<file path="config.mk">
export PLATFORM = sky130hd
export DESIGN_NAME = wocfg_option_bank
export DESIGN_NICKNAME = d
export VERILOG_FILES = /design/src/rtl/wocfg_pkg.sv /design/src/rtl/wocfg_option_bank.sv
export SDC_FILE = /design/constraint.sdc
export NUM_CORES = 1
export LEC_CHECK = 0
export BUFFER_PORTS_ARGS = -buffer_cell sky130_fd_sc_hd__buf_2
export CAP_MARGIN = 20
export CORE_MARGIN = 2
export CORE_UTILIZATION = 45
export CTS_BUF_LIST = sky130_fd_sc_hd__clkbuf_4
export CTS_CLUSTER_DIAMETER = 40
export CTS_CLUSTER_SIZE = 12
export DETAILED_ROUTE_END_ITERATION = 8
export GPL_ROUTABILITY_DRIVEN = 0
export HOLD_SLACK_MARGIN = 0.15
export PLACE_DENSITY = 0.81
export SYNTH_ARGS = -nofsm -noshare
export SYNTH_HDL_FRONTEND = slang
export SYNTH_SLANG_ARGS = --single-unit
export TNS_END_PERCENT = 30
</file>
<file path="constraint.sdc">
create_clock -name clk -period 1.9 [get_ports clk]
set_input_delay 0.285 -clock clk [delete_from_list [all_inputs] [get_ports clk]]
set_output_delay 0.285 -clock clk [all_outputs]
set_load 0.02 [all_outputs]
</file>
<file path="src/rtl/wocfg_pkg.sv">
// Package: register map, field positions and timing counts of the option bank
package wocfg_pkg;

    // ------------------------------------------------------------------
    // Register indices and byte addresses
    // ------------------------------------------------------------------
    localparam logic [7:0]  REG_TWO_INDEX  = 8'h1e;
    localparam logic [7:0]  REG_ONE_INDEX  = 8'h1f;
    localparam logic [11:0] REG_TWO_ADDR   = {2'h0, REG_TWO_INDEX, 2'h0};
    localparam logic [11:0] REG_ONE_ADDR   = {2'h0, REG_ONE_INDEX, 2'h0};
    localparam logic [11:0] EVENT_ADDR     = 12'h100;
    localparam logic [11:0] STATUS_ADDR    = 12'h104;

    // ------------------------------------------------------------------
    // Reset values
    // ------------------------------------------------------------------
    localparam logic [7:0]  OPT_RESET      = 8'h00;

    // ------------------------------------------------------------------
    // Option register two fields
    // ------------------------------------------------------------------
    localparam int CRYSTAL_EN_BIT  = 0;
    localparam int SLOW_XTAL_BIT   = 1;
    localparam int EXT_CLK_EN_BIT  = 2;
    localparam int OSC_STOP_EN_BIT = 3;

    // ------------------------------------------------------------------
    // Option register one fields
    // ------------------------------------------------------------------
    localparam int WDOG_DIS_BIT    = 0;
    localparam int STOP_EN_BIT     = 1;
    localparam int SHORT_REC_BIT   = 2;
    localparam int VOLT_MODE_BIT   = 3;
    localparam int DET_PWR_DIS_BIT = 4;
    localparam int DET_RST_DIS_BIT = 5;
    localparam int DET_STOP_EN_BIT = 6;
    localparam int WDOG_RATE_BIT   = 7;

    // ------------------------------------------------------------------
    // Event register bits (write one to pulse)
    // ------------------------------------------------------------------
    localparam int EV_WDOG_CLR_BIT = 0;

    // ------------------------------------------------------------------
    // Cycle counts and slow crystal frequency
    // ------------------------------------------------------------------
    localparam int STAB_LONG       = 4096;
    localparam int STAB_SHORT      = 16;
    localparam int REC_LONG        = 4096;
    localparam int REC_SHORT       = 32;
    localparam int WDOG_LONG       = 262128;
    localparam int WDOG_SHORT      = 8176;
    localparam int SLOW_XTAL_HZ_X10 = 3072000;

endpackage : wocfg_pkg

</file>
<file path="src/rtl/wocfg_option_bank.sv">
// Write-once option registers with APB slave and option decoding
//Contract
//- Each option register accepts one write per reset
//- Reset clears every option bit except voltage mode
//- Two consecutive registers, readable at any time
//- Voltage-mode bit writable once per power-on
//- Voltage-mode bit cleared only by power-on reset
//- External clock and crystal enables choose pin use
//- Crystal enable picks 4096 or 16 stabilization cycles
//- Crystal enable picks monitor frequency range
//- Slow crystal select needs external clock enable
//- Oscillator-in-stop keeps clocks running in stop
//- Rate select picks 8176 or 262128 watchdog cycles
//- Detector runs in stop: stop enable, powered
//- Reset disable suppresses detector reset requests
//- Power disable powers down the detector
//- Voltage mode selects 5-V or 3-V trip
//- Short recovery: 32 cycles, else 4096
//- Detector reset exit always uses long recovery
//- Stop disabled makes stop an illegal opcode
//- Watchdog disable stops the watchdog
//- Watchdog counter resets on overflow unless cleared
`timescale 1ns/10ps
module wocfg_option_bank #(
    parameter int WDOG_W = 18,
    parameter int REC_W  = 13
) (
    input  wire logic        clk,
    input  wire logic        rstn,
    input  wire logic        porRstn,
    input  wire logic        psel,
    input  wire logic        penable,
    input  wire logic        pwrite,
    input  wire logic [11:0] paddr,
    input  wire logic [31:0] pwdata,
    input  wire logic [3:0]  pstrb,
    output logic      [31:0] prdata,
    output logic             pready,
    output logic             pslverr,
    input  wire logic        stopExecReq,
    input  wire logic        detectorTripIn,
    input  wire logic        stopWakeIn,
    output logic             oscInputIsClock,
    output logic             oscOutputIsCrystal,
    output logic             slowCrystalMode,
    output logic [12:0]      stabCycles,
    output logic             monitorXtalRange,
    output logic             monitorExpectLow,
    output logic             genClocksInStop,
    output logic             detectorPowerOn,
    output logic             detectorActiveInStop,
    output logic             detectorResetReq,
    output logic             detectorFiveVolt,
    output logic             stopEntered,
    output logic             illegalOpcode,
    output logic             stopInProgress,
    output logic             watchdogEnabled,
    output logic             watchdogResetReq
);

    // ------------------------------------------------------------------
    // Pin synchronisers (external async inputs)
    // ------------------------------------------------------------------
    logic [1:0] tripSync_q, tripSync_d;
    logic [1:0] wakeSync_q, wakeSync_d;

    always_comb begin
        tripSync_d = {tripSync_q[0], detectorTripIn};
        wakeSync_d = {wakeSync_q[0], stopWakeIn};
    end

    always_ff @(posedge clk or negedge rstn) begin
        if (!rstn) begin
            tripSync_q <= 2'h0;
            wakeSync_q <= 2'h0;
        end else begin
            tripSync_q <= tripSync_d;
            wakeSync_q <= wakeSync_d;
        end
    end

    // ------------------------------------------------------------------
    // Option storage
    // ------------------------------------------------------------------
    logic [7:0] optTwo_q, optTwo_d;
    logic [7:0] optOne_q, optOne_d;
    logic       twoDone_q, twoDone_d;
    logic       oneDone_q, oneDone_d;
    logic       voltMode_q, voltMode_d;
    logic       voltDone_q, voltDone_d;
    logic       access;
    logic       wrTwo, wrOne, wrEvent;

    assign access  = psel & penable;
    assign wrTwo   = access & pwrite & pstrb[0] & (paddr == wocfg_pkg::REG_TWO_ADDR);
    assign wrOne   = access & pwrite & pstrb[0] & (paddr == wocfg_pkg::REG_ONE_ADDR);
    assign wrEvent = access & pwrite & pstrb[0] & (paddr == wocfg_pkg::EVENT_ADDR);

    always_comb begin
        optTwo_d  = optTwo_q;
        optOne_d  = optOne_q;
        twoDone_d = twoDone_q;
        oneDone_d = oneDone_q;
        if (wrTwo && !twoDone_q) begin
            optTwo_d  = {4'h0, pwdata[3:0]};
            twoDone_d = 1'b1;
        end
        if (wrOne && !oneDone_q) begin
            optOne_d  = pwdata[7:0];
            oneDone_d = 1'b1;
        end
        // Later writes fall through untouched
    end

    always_ff @(posedge clk or negedge rstn) begin
        if (!rstn) begin
            optTwo_q  <= wocfg_pkg::OPT_RESET;
            optOne_q  <= wocfg_pkg::OPT_RESET;
            twoDone_q <= 1'b0;
            oneDone_q <= 1'b0;
        end else begin
            optTwo_q  <= optTwo_d;
            optOne_q  <= optOne_d;
            twoDone_q <= twoDone_d;
            oneDone_q <= oneDone_d;
        end
    end

    // Voltage mode lives in the power-on domain only
    always_comb begin
        voltMode_d = voltMode_q;
        voltDone_d = voltDone_q;
        if (wrOne && !voltDone_q) begin
            voltMode_d = pwdata[wocfg_pkg::VOLT_MODE_BIT];
            voltDone_d = 1'b1;
        end
    end

    always_ff @(posedge clk or negedge porRstn) begin
        if (!porRstn) begin
            voltMode_q <= 1'b0;
            voltDone_q <= 1'b0;
        end else begin
            voltMode_q <= voltMode_d;
            voltDone_q <= voltDone_d;
        end
    end

    // ------------------------------------------------------------------
    // APB read path and response
    // ------------------------------------------------------------------
    logic [31:0] prdata_d;
    logic        pready_d, pslverr_d;
    logic [7:0]  oneView;

    always_comb begin
        oneView = optOne_q;
        oneView[wocfg_pkg::VOLT_MODE_BIT] = voltMode_q;
        prdata_d  = 32'h0;
        pslverr_d = 1'b0;
        pready_d  = psel & ~penable;
        if (psel && !penable) begin
            case (paddr)
                wocfg_pkg::REG_TWO_ADDR: prdata_d = {24'h0, optTwo_q};
                wocfg_pkg::REG_ONE_ADDR: prdata_d = {24'h0, oneView};
                wocfg_pkg::EVENT_ADDR:   prdata_d = 32'h0;
                wocfg_pkg::STATUS_ADDR:  prdata_d = {28'h0, stopInProgress,
                                                     voltDone_q, oneDone_q, twoDone_q};
                default:                 pslverr_d = 1'b1;
            endcase
        end
    end

    always_ff @(posedge clk or negedge rstn) begin
        if (!rstn) begin
            prdata  <= 32'h0;
            pready  <= 1'b0;
            pslverr <= 1'b0;
        end else begin
            prdata  <= prdata_d;
            pready  <= pready_d;
            pslverr <= pslverr_d;
        end
    end

    // ------------------------------------------------------------------
    // Static option decode
    // ------------------------------------------------------------------
    logic extClk, xtal;
    assign extClk = optTwo_q[wocfg_pkg::EXT_CLK_EN_BIT];
    assign xtal   = optTwo_q[wocfg_pkg::CRYSTAL_EN_BIT];

    always_ff @(posedge clk or negedge rstn) begin
        if (!rstn) begin
            oscInputIsClock      <= 1'b0;
            oscOutputIsCrystal   <= 1'b0;
            slowCrystalMode      <= 1'b0;
            stabCycles           <= 13'(wocfg_pkg::STAB_SHORT);
            monitorXtalRange     <= 1'b0;
            monitorExpectLow     <= 1'b0;
            genClocksInStop      <= 1'b0;
            detectorPowerOn      <= 1'b1;
            detectorActiveInStop <= 1'b0;
            detectorFiveVolt     <= 1'b0;
            watchdogEnabled      <= 1'b1;
        end else begin
            oscInputIsClock      <= extClk;
            oscOutputIsCrystal   <= extClk & xtal;
            slowCrystalMode      <= extClk & optTwo_q[wocfg_pkg::SLOW_XTAL_BIT];
            monitorExpectLow     <= extClk & optTwo_q[wocfg_pkg::SLOW_XTAL_BIT];
            stabCycles           <= xtal ? 13'(wocfg_pkg::STAB_LONG)
                                         : 13'(wocfg_pkg::STAB_SHORT);
            monitorXtalRange     <= xtal;
            genClocksInStop      <= optTwo_q[wocfg_pkg::OSC_STOP_EN_BIT];
            detectorPowerOn      <= ~optOne_q[wocfg_pkg::DET_PWR_DIS_BIT];
            detectorActiveInStop <= optOne_q[wocfg_pkg::DET_STOP_EN_BIT]
                                    & ~optOne_q[wocfg_pkg::DET_PWR_DIS_BIT];
            detectorFiveVolt     <= voltMode_q;
            watchdogEnabled      <= ~optOne_q[wocfg_pkg::WDOG_DIS_BIT];
        end
    end

    // ------------------------------------------------------------------
    // Detector reset, stop handling and recovery
    // ------------------------------------------------------------------
    logic             trip;
    logic             detRst_d, illegal_d, entered_d;
    logic             inStop_q, inStop_d;
    logic             recov_q, recov_d;
    logic [REC_W-1:0] recCnt_q, recCnt_d;

    assign trip = tripSync_q[1] & ~optOne_q[wocfg_pkg::DET_PWR_DIS_BIT]
                  & (~inStop_q | optOne_q[wocfg_pkg::DET_STOP_EN_BIT]);

    always_comb begin
        detRst_d  = trip & ~optOne_q[wocfg_pkg::DET_RST_DIS_BIT];
        illegal_d = stopExecReq & ~optOne_q[wocfg_pkg::STOP_EN_BIT];
        entered_d = 1'b0;
        inStop_d  = inStop_q;
        recov_d   = recov_q;
        recCnt_d  = recCnt_q;
        if (!inStop_q && !recov_q && stopExecReq && optOne_q[wocfg_pkg::STOP_EN_BIT]) begin
            inStop_d  = 1'b1;
            entered_d = 1'b1;
        end else if (inStop_q && (wakeSync_q[1] || detRst_d)) begin
            inStop_d = 1'b0;
            recov_d  = 1'b1;
            // Detector reset exit never takes the short path
            if (optOne_q[wocfg_pkg::SHORT_REC_BIT] && !detRst_d) begin
                recCnt_d = REC_W'(wocfg_pkg::REC_SHORT - 1);
            end else begin
                recCnt_d = REC_W'(wocfg_pkg::REC_LONG - 1);
            end
        end else if (recov_q) begin
            if (recCnt_q == '0) begin
                recov_d = 1'b0;
            end else begin
                recCnt_d = recCnt_q - 1'b1;
            end
        end
    end

    always_ff @(posedge clk or negedge rstn) begin
        if (!rstn) begin
            detectorResetReq <= 1'b0;
            illegalOpcode    <= 1'b0;
            stopEntered      <= 1'b0;
            inStop_q         <= 1'b0;
            recov_q          <= 1'b0;
            recCnt_q         <= '0;
            stopInProgress   <= 1'b0;
        end else begin
            detectorResetReq <= detRst_d;
            illegalOpcode    <= illegal_d;
            stopEntered      <= entered_d;
            inStop_q         <= inStop_d;
            recov_q          <= recov_d;
            recCnt_q         <= recCnt_d;
            stopInProgress   <= inStop_d | recov_d;
        end
    end

    // ------------------------------------------------------------------
    // Watchdog counter; clock is the block clock, stalled in stop
    // ------------------------------------------------------------------
    logic [WDOG_W-1:0] wdCnt_q, wdCnt_d;
    logic              wdRst_d;
    logic [WDOG_W-1:0] wdLimit;

    always_comb begin
        wdLimit = optOne_q[wocfg_pkg::WDOG_RATE_BIT]
                  ? WDOG_W'(wocfg_pkg::WDOG_SHORT - 1)
                  : WDOG_W'(wocfg_pkg::WDOG_LONG - 1);
        wdCnt_d = wdCnt_q;
        wdRst_d = 1'b0;
        if (optOne_q[wocfg_pkg::WDOG_DIS_BIT]
            || (wrEvent && pwdata[wocfg_pkg::EV_WDOG_CLR_BIT])
            || stopEntered) begin
            wdCnt_d = '0;
        end else if (!inStop_q) begin
            if (wdCnt_q >= wdLimit) begin
                wdRst_d = 1'b1;
                wdCnt_d = '0;
            end else begin
                wdCnt_d = wdCnt_q + 1'b1;
            end
        end
    end

    always_ff @(posedge clk or negedge rstn) begin
        if (!rstn) begin
            wdCnt_q          <= '0;
            watchdogResetReq <= 1'b0;
        end else begin
            wdCnt_q          <= wdCnt_d;
            watchdogResetReq <= wdRst_d;
        end
    end

endmodule : wocfg_option_bank

</file>
==> results of run 1 <==
## synthesized netlist by cell type (2+ instances only)
cell      instances
a21oi_1          18
a31oi_1          12
a32oi_1           4
and2_1            7
and3_1            4
and4b_1           2
buf_4            37
clkbuf_1         12
dfrtp_1          74
dfstp_2           3
ha_1              8
inv_1            18
mux2_2           13
mux2i_1           5
nand2_1          20
nand2b_1          9
nand3_1          12
nand4_1          10
nor2_1           22
nor2b_1           5
nor3_1            9
nor3b_1           2
nor4_1            4
nor4_2            2
nor4bb_1          2
o211ai_1          2
o21a_1            7
o21ai_0           8
o22a_1            5
o22ai_1           2
o31ai_1           6
o32ai_1           5
or3_1             8
or4_1             5
xnor2_1           2
xor2_1            2
## routing by layer
layer  wire length (microns)  vias to the layer above  GRT usage
li1                        -                     1573          -
met1                    3930                     1724      0.263
met2                    5450                      182      0.383
met3                     638                       40     0.0508
met4                     342                        0     0.0726
met5                       0                        -          0
## stage by stage
| step | hold slack, ns | TNS [ns] | instances | worst slack (ns) | instance area, sq um |
|---|---|---|---|---|---|
| 2_1_floorplan | -0.0106 | -0.549 | 419 | -0.0472 | 4110 |
| 3_3_place_gp | 0.0706 | -5.49 | 588 | -0.254 | 4610 |
| 3_5_place_dp | 0.0721 | -8.66 | 588 | -0.352 | 4610 |
| 4_1_cts | 0.185 | -1.49 | 620 | -0.186 | 5090 |
| 5_1_grt | 0.202 | -2.97 | 624 | -0.185 | 5180 |
| 6_report | 0.199 | -1.14 | 624 | -0.118 | 5180 |
## power by group
part,switching (mW),internal (mW),leakage [nW]
logic,0.325,0.215,1.45
clock network,0.618,0.429,0.0789
registers,0.0909,1.72,1.01
## worst max-delay path, cell delays in order, from the launching register on
cell     delay [ns]
dfrtp_1        0.41
inv_2          0.08
ha_4           0.13
or3b_4         0.40
buf_6          0.13
o41a_1         0.46
a31oi_1        0.19
o22a_1         0.17
## worst paths after layout
check | start | endpoint | slack [ns]
worst max-delay path | recCnt_q[0]$_DFFE_PN0P_ | recCnt_q[5]$_DFFE_PN0P_ | -0.12
worst min-delay path | paddr[2] | prdata[4]$_DFF_PN0_ | 0.20
worst max register to register | recCnt_q[0]$_DFFE_PN0P_ | recCnt_q[5]$_DFFE_PN0P_ | -0.12
worst min register to register | tripSync_q[0]$_DFF_PN0_ | tripSync_q[1]$_DFF_PN0_ | 0.38
max in group asynchronous | porRstn | voltDone_q$_DFFE_PN0P_ | 1.10
min in group asynchronous | rstn | wakeSync_q[1]$_DFF_PN0_ | 0.36
## layout by cell type (no fill, tap or decap), types with 7 or more instances in the layout
master,count
buf_4,56
nand2b_1,9
nand3_1,11
dlygate4sd3_1,15
nor2_1,20
clkbuf_4,10
o21a_1,7
mux2_2,13
dfrtp_1,72
nand4_1,10
nand2_1,18
a31oi_1,10
and2_1,7
inv_1,16
a21oi_1,15
buf_2,56
conb_1,35
or3_1,8
## flip-flops by register name, indices dropped and copies added (netlist names), 2 cells and up
name	cells
wakeSync_q	2
optTwo_q	4
stabCycles	2
wdCnt_q	18
optOne_q	7
recCnt_q	13
prdata	8
tripSync_q	2
## cells by family after synthesis
kind of cell    after synthesis  share of synthesized area
other cells                   1                   0.000946
compound gates               77                      0.137
simple gates                131                      0.189
mux                          18                     0.0496
buf+inv                      69                      0.103
flops                        77                      0.487
fa+ha+maj                     8                     0.0253
xor+xnor                      4                    0.00884
## area by class of cell
| cell class | instances | area [sq um] | share of cell area |
|---|---|---|---|
| clock buffer | 10 | 75.1 | 0.0145 |
| clock inverter | 6 | 71.3 | 0.0138 |
| inverter | 18 | 67.6 | 0.0130 |
| multi-input combinational | 273 | 1990 | 0.383 |
| sequential | 77 | 1930 | 0.373 |
| tap | 108 | 135 | 0.0261 |
| timing repair buffer | 132 | 916 | 0.177 |
## repair_timing
item | in CTS | in global routing
hold endpoints to repair | 94 | 0
setup buffers | 1 | 4
hold buffers | 15 | 0
setup endpoints to repair | 30 | 32
pin swaps | 17 | 12
resized for setup | 32 | 17
==> summary.txt, run 1 <==
Worst hold path
  – Worst Hold Class: in2reg
  – Hold Path Cell Cnt: 3

Critical path
  – Reg2Reg Depth: 7
  – Critical Path RT: 2.28 ns
  – Worst-path fanout max: 7
  – CP Launch Type: flop
  – Crit path DAT: 2.39 ns
  – Crit Path Category: reg2reg
  – Crit end category: flop

Pwr
  – Leakage power: 2.54 nW
  – Max IR drop VDD: between 0.0004 and 0.0005 V
  – Total power draw: 3.40 mW
  – PD cells: around 660 nW/um^2

Detailed routing
  – Vias per cell: 5.64
  – Pre-Repair DR Iteration Count: 5
  – Drt wl/cell: between 15 and 20 microns
  – DR vias: around 3,500
  – Initial detailed-routing violation count: between 200 and 250
  – Wirelength, routed: 10,400 microns
  – Post-route ant nets: 0
  – DRC viols: 0

STA
  – Final setup fails: 19
  – Hold Vio Cnt, Final: 0
  – RSZ-0062 raised after global routing: true
  – Worst-Margin Slew: 0.524 ns
  – Fmax: 496 MHz
  – Final slew viol count: 0
  – Final setup margin: -0.118 ns
  – Minimum clock period: just over 2 ns
  – Clk_skew: 0.0194 ns
  – Period Utilization, post-route: 1.06
  – Worst relative slew slack: 0.648

Logic synthesis
  – Sequential area share after synthesis: 0.487
  – Count of unique library cells instantiated by Yosys: 55
  – Most used DFF post-synth: dfrtp_1
  – Ys Warns: 0
  – Synth async-reset ratio: 1.00
  – Post-synthesis register bit count: 77
  – EDFF count, synth: 0
  – Area contributors post-synth: dfrtp_1 47%, buf_4 7.0%, mux2_2 3.7%
  – Mapped Cells: just under 400
  – Post-Syn Area: 3960 sq um
  – Avg Inst Size Synth: 10.3 sq um
  – Leading area contributor after synthesis: dfrtp_1
  – Yosys top cell area share: 0.467

Finish
  – Layout area overhead: 30.8%
  – NumNets Final: 576
  – Diodes inserted: 0
  – Filler instances: around 650
  – Fin util: 0.600
  – Share of layout cells above drive strength 1: 0.382

Floorplan
  – Rows: 34
  – Die Wd: 97.8 microns
  – Core Region: 8640 sq um
  – Ports: 119
  – Die Ht: about 100 microns
  – Die area: 9570 sq um
  – Starting density of the core: 0.459

Clocking
  – TritonCTS Buffers: 9
  – Longest Clk Path Bufs: 2
  – Clock sink count: 77
  – CTS tree: done
  – Clock-pin slew on the worst setup and hold paths: between 0.1 and 0.15 ns
  – Clk_lat worst skew: 0.45 ns
  – H-tree level count: 3
  – Root Buffer: clkbuf_4

Global route
  – Gr ovfl total: 0
  – GR Util All Layers: 0.218
  – Initial antenna violation count: 0
  – Global-route wire length before repair: 16,800 microns
  – Vias in the first global route: 3,503
  – Largest net degree at the start of global routing: 57

Placed design
  – Post-DP HPWL: about 7000 microns
  – Port Buffer Count: 56

Status
  – Status: complete, but fails checks
  – Failing checks: negative setup slack

Job
  – Max_cap viols: 0
Note: power is estimated with default switching activity, not from simulation.
==> inputs of run 2 (changes only) <==
Settings changed: ABC_AREA set to 1, PLACE_DENSITY 0.81 to 0.8.
==> run 2 against run 1 <==
Effect of this change:
- the flow now finishes without violations
- utilization fell by 7.1 points
- clock skew down 0.0097 ns
- worst hold slack worse by 0.032 ns
- sequential power rose by 14%
- clock-buffer cell count is 1 lower
- global-route usage decreased by 3.0 points
- power rose by 15%
- cell count grew 22%
- die area is 7.4% higher
- setup slack improved by 0.20 ns
==> summary.txt, run 2 <==
Status
  – Status: finished, final reports clean

Clocking
  – Clock sink count: 77
  – Clock-pin slew on the worst setup and hold paths: 0.14 ns
  – CTS tree: done
  – TritonCTS Buffers: 9
  – Clk_lat worst skew: about 0.44 ns
  – Root Buffer: clkbuf_4
  – H-tree level count: 3
  – Longest Clk Path Bufs: 2

Detailed routing
  – Drt wl/cell: 12.3 microns
  – Wirelength, routed: 9300 microns
  – Post-route ant nets: 0
  – Initial detailed-routing violation count: 225
  – Vias per cell: 4.94
  – DR vias: approximately 3,800
  – DRC viols: 0
  – Pre-Repair DR Iteration Count: 5

Critical path
  – Crit Path Category: reg2reg
  – Slowest cell delay on critical path: roughly 0.52 ns
  – Critical Path RT: ~2.2 ns
  – Worst-path cell chain: ha_1 > nand2_1 > nor2_1 > nand2_1 > nor2_1 > nand2_1 > nand2_2 > buf_6 > nor2_1 > nand3_1 > nand2_1
  – CP Launch Type: flop
  – Worst-path fanout max: 10
  – Crit end category: flop
  – Most frequent CP cell: nand2_1
  – Crit path DAT: 2.16 ns
  – CP max stage cell: dfrtp_2

STA
  – Final setup fails: 0
  – Clk_skew: approximately 0.0097 ns
  – Hold Vio Cnt, Final: 0
  – Minimum clock period: 1.81 ns
  – Final setup margin: 0.0868 ns
  – Final slew viol count: 0
  – Period Utilization, post-route: 0.954
  – Fmax: between 500 and 600 MHz

Logic synthesis
  – Post-synthesis register bit count: 77
  – Most common cell in the synthesized netlist: nand2_1
  – Avg Inst Size Synth: ~7.8 sq um
  – Synth async-reset ratio: 1.00
  – Commonest cells post-synth: 163 x nand2_1, 74 x dfrtp_1, 68 x nor2_1
  – Mapped Cells: 548
  – Area contributors post-synth: dfrtp_1 43%, nand2_1 14%, buf_4 6.7%
  – Post-Syn Area: 4270 sq um
  – Count of unique library cells instantiated by Yosys: 31
  – Most used DFF post-synth: dfrtp_1
  – EDFF count, synth: 0
  – Yosys top cell area share: 0.434
  – Ys Warns: 0
  – Leading area contributor after synthesis: dfrtp_1
  – Sequential area share after synthesis: 0.452

Finish
  – NumNets Final: 690
  – Fin util: 0.529
  – Most frequent cells in the layout: 161 x nand2_1, 72 x dfrtp_1, 64 x nor2_1
  – Fin area: 4890 sq um
  – Biggest register: wdCnt_q
  – Share of layout cells above drive strength 1: 0.187
  – Post-route insts no fill: 759
  – Max reg flops: 18
  – Most common cell after layout, fill and taps aside: nand2_1
  – Diodes inserted: 0
  – Layout area overhead: 14.6%
  – Largest regs: wdCnt_q x18, recCnt_q x13, prdata x8

Global route
  – Initial antenna violation count: 0
  – Vias in the first global route: 3,417
  – Gr ovfl total: 0
  – Global-route wire length before repair: 15,400 microns
  – Largest net degree at the start of global routing: 76
  – GR Util All Layers: 0.188

Pwr
  – Total power draw: 3.91 mW
  – Leakage power: roughly 2.5 nW
  – PD cells: 800 nW/um^2
  – Max IR drop VDD: 0.000693 V

Floorplan
  – Die Ht: 101 microns
  – Die area: 10,300 sq um
  – Rows: 35
  – Ports: 119
  – Die Wd: between 100 and 150 microns
  – Core Region: 9240 sq um
  – Starting density of the core: 0.462

Placed design
  – Placed Cells: 729
  – Port Buffer Count: 56
  – Worst slack, placed: 0.0924 ns
  – DP Area: 4570 sq um
  – Post-DP HPWL: 6570 microns

Worst hold path
  – Worst Hold Class: in2reg

Job
  – Max_cap viols: 0
==> run 2: changes by cell type in the layout (fill, tap and decap cells not counted), sizes merged, moves of 9 or more <==
cell	before	now
nand2	21	168
buf	117	64
nor2	23	76
inv	20	60
nand3	12	46
mux2	13	0
a31oi	12	0
o21ai	8	19
nand2b	9	0
==> run 2: critical path: cells and delay by family, from the launching register on <==
family        cells  cell delay [ns]
fa+ha+maj         1             0.31
buf+inv           1             0.15
simple gates      9             0.73
flops             1             0.52
==> run 2: metrics by stage <==
| step | TNS (ns) | hold WS [ns] |
|---|---|---|
| 3_3_place_gp | 0 | 0.0741 |
| 3_5_place_dp | 0 | 0.0743 |
| 5_1_grt | -0.213 | 0.164 |
| 2_1_floorplan | 0 | -0.0106 |
| 4_1_cts | 0 | 0.159 |
| 6_report | 0 | 0.167 |
==> run 2: worst paths after layout <==
kind                                              start  depth (start not counted)  slack [ns]                 endpoint
worst max-delay path            optOne_q[7]$_DFFE_PN0P_                         11        0.09   wdCnt_q[7]$_DFFE_PN0P_
worst min-delay path                            penable                          3        0.17         pready$_DFF_PN0_
worst max register to register  optOne_q[7]$_DFFE_PN0P_                         11        0.09   wdCnt_q[7]$_DFFE_PN0P_
worst min register to register  tripSync_q[0]$_DFF_PN0_                          0        0.36  tripSync_q[1]$_DFF_PN0_
max in group asynchronous                       porRstn                          3        1.09   voltDone_q$_DFFE_PN0P_
min in group asynchronous                          rstn                          3        0.41    twoDone_q$_DFFE_PN0P_
==> run 2: what timing repair did <==
item / in CTS / in global routing
hold buffers: 13 / 0
endpoints found under the setup margin: 0 / 18
hold endpoints to repair: 88 / 0
gates resized for setup: 0 / 12
buffers inserted: 0 / 1
==> run 2: per-layer routing <==
layer / GRT usage / share of wire / vias up
li1: - / - / 1816
met1: 0.244 / 0.43 / 1763
met2: 0.313 / 0.49 / 154
met3: 0.0407 / 0.065 / 18
met4: 0.0593 / 0.018 / 0
met5: 0 / 0 / -
==> run 2: area by class of cell <==
cell class	instances	area, sq um
fillers	818	4350
multi-input cells	404	1980
flip-flops and latches	77	1930
repair buffers	77	487
inverters	56	210
well taps	129	161
clock buffers	9	67.6
clock inverters	7	55.1
==> run 2: kinds of logic after synthesis <==
family | Yosys count | synth area share
other | 1 | 0.000878
AND/OR/NAND/NOR | 317 | 0.332
XOR/XNOR | 11 | 0.0226
flip-flops | 77 | 0.452
adder cells (fa/ha/maj) | 8 | 0.0234
buffers and inverters | 101 | 0.127
AO/OA/AOI/OAI | 33 | 0.0419
==> run 2: power by group <==
group	switching, mW	internal [mW]	total (mW)
Sequential	0.225	1.84	2.06
Clock	0.635	0.286	0.922
Combinational	0.573	0.355	0.928
Total	1.43	2.48	3.91
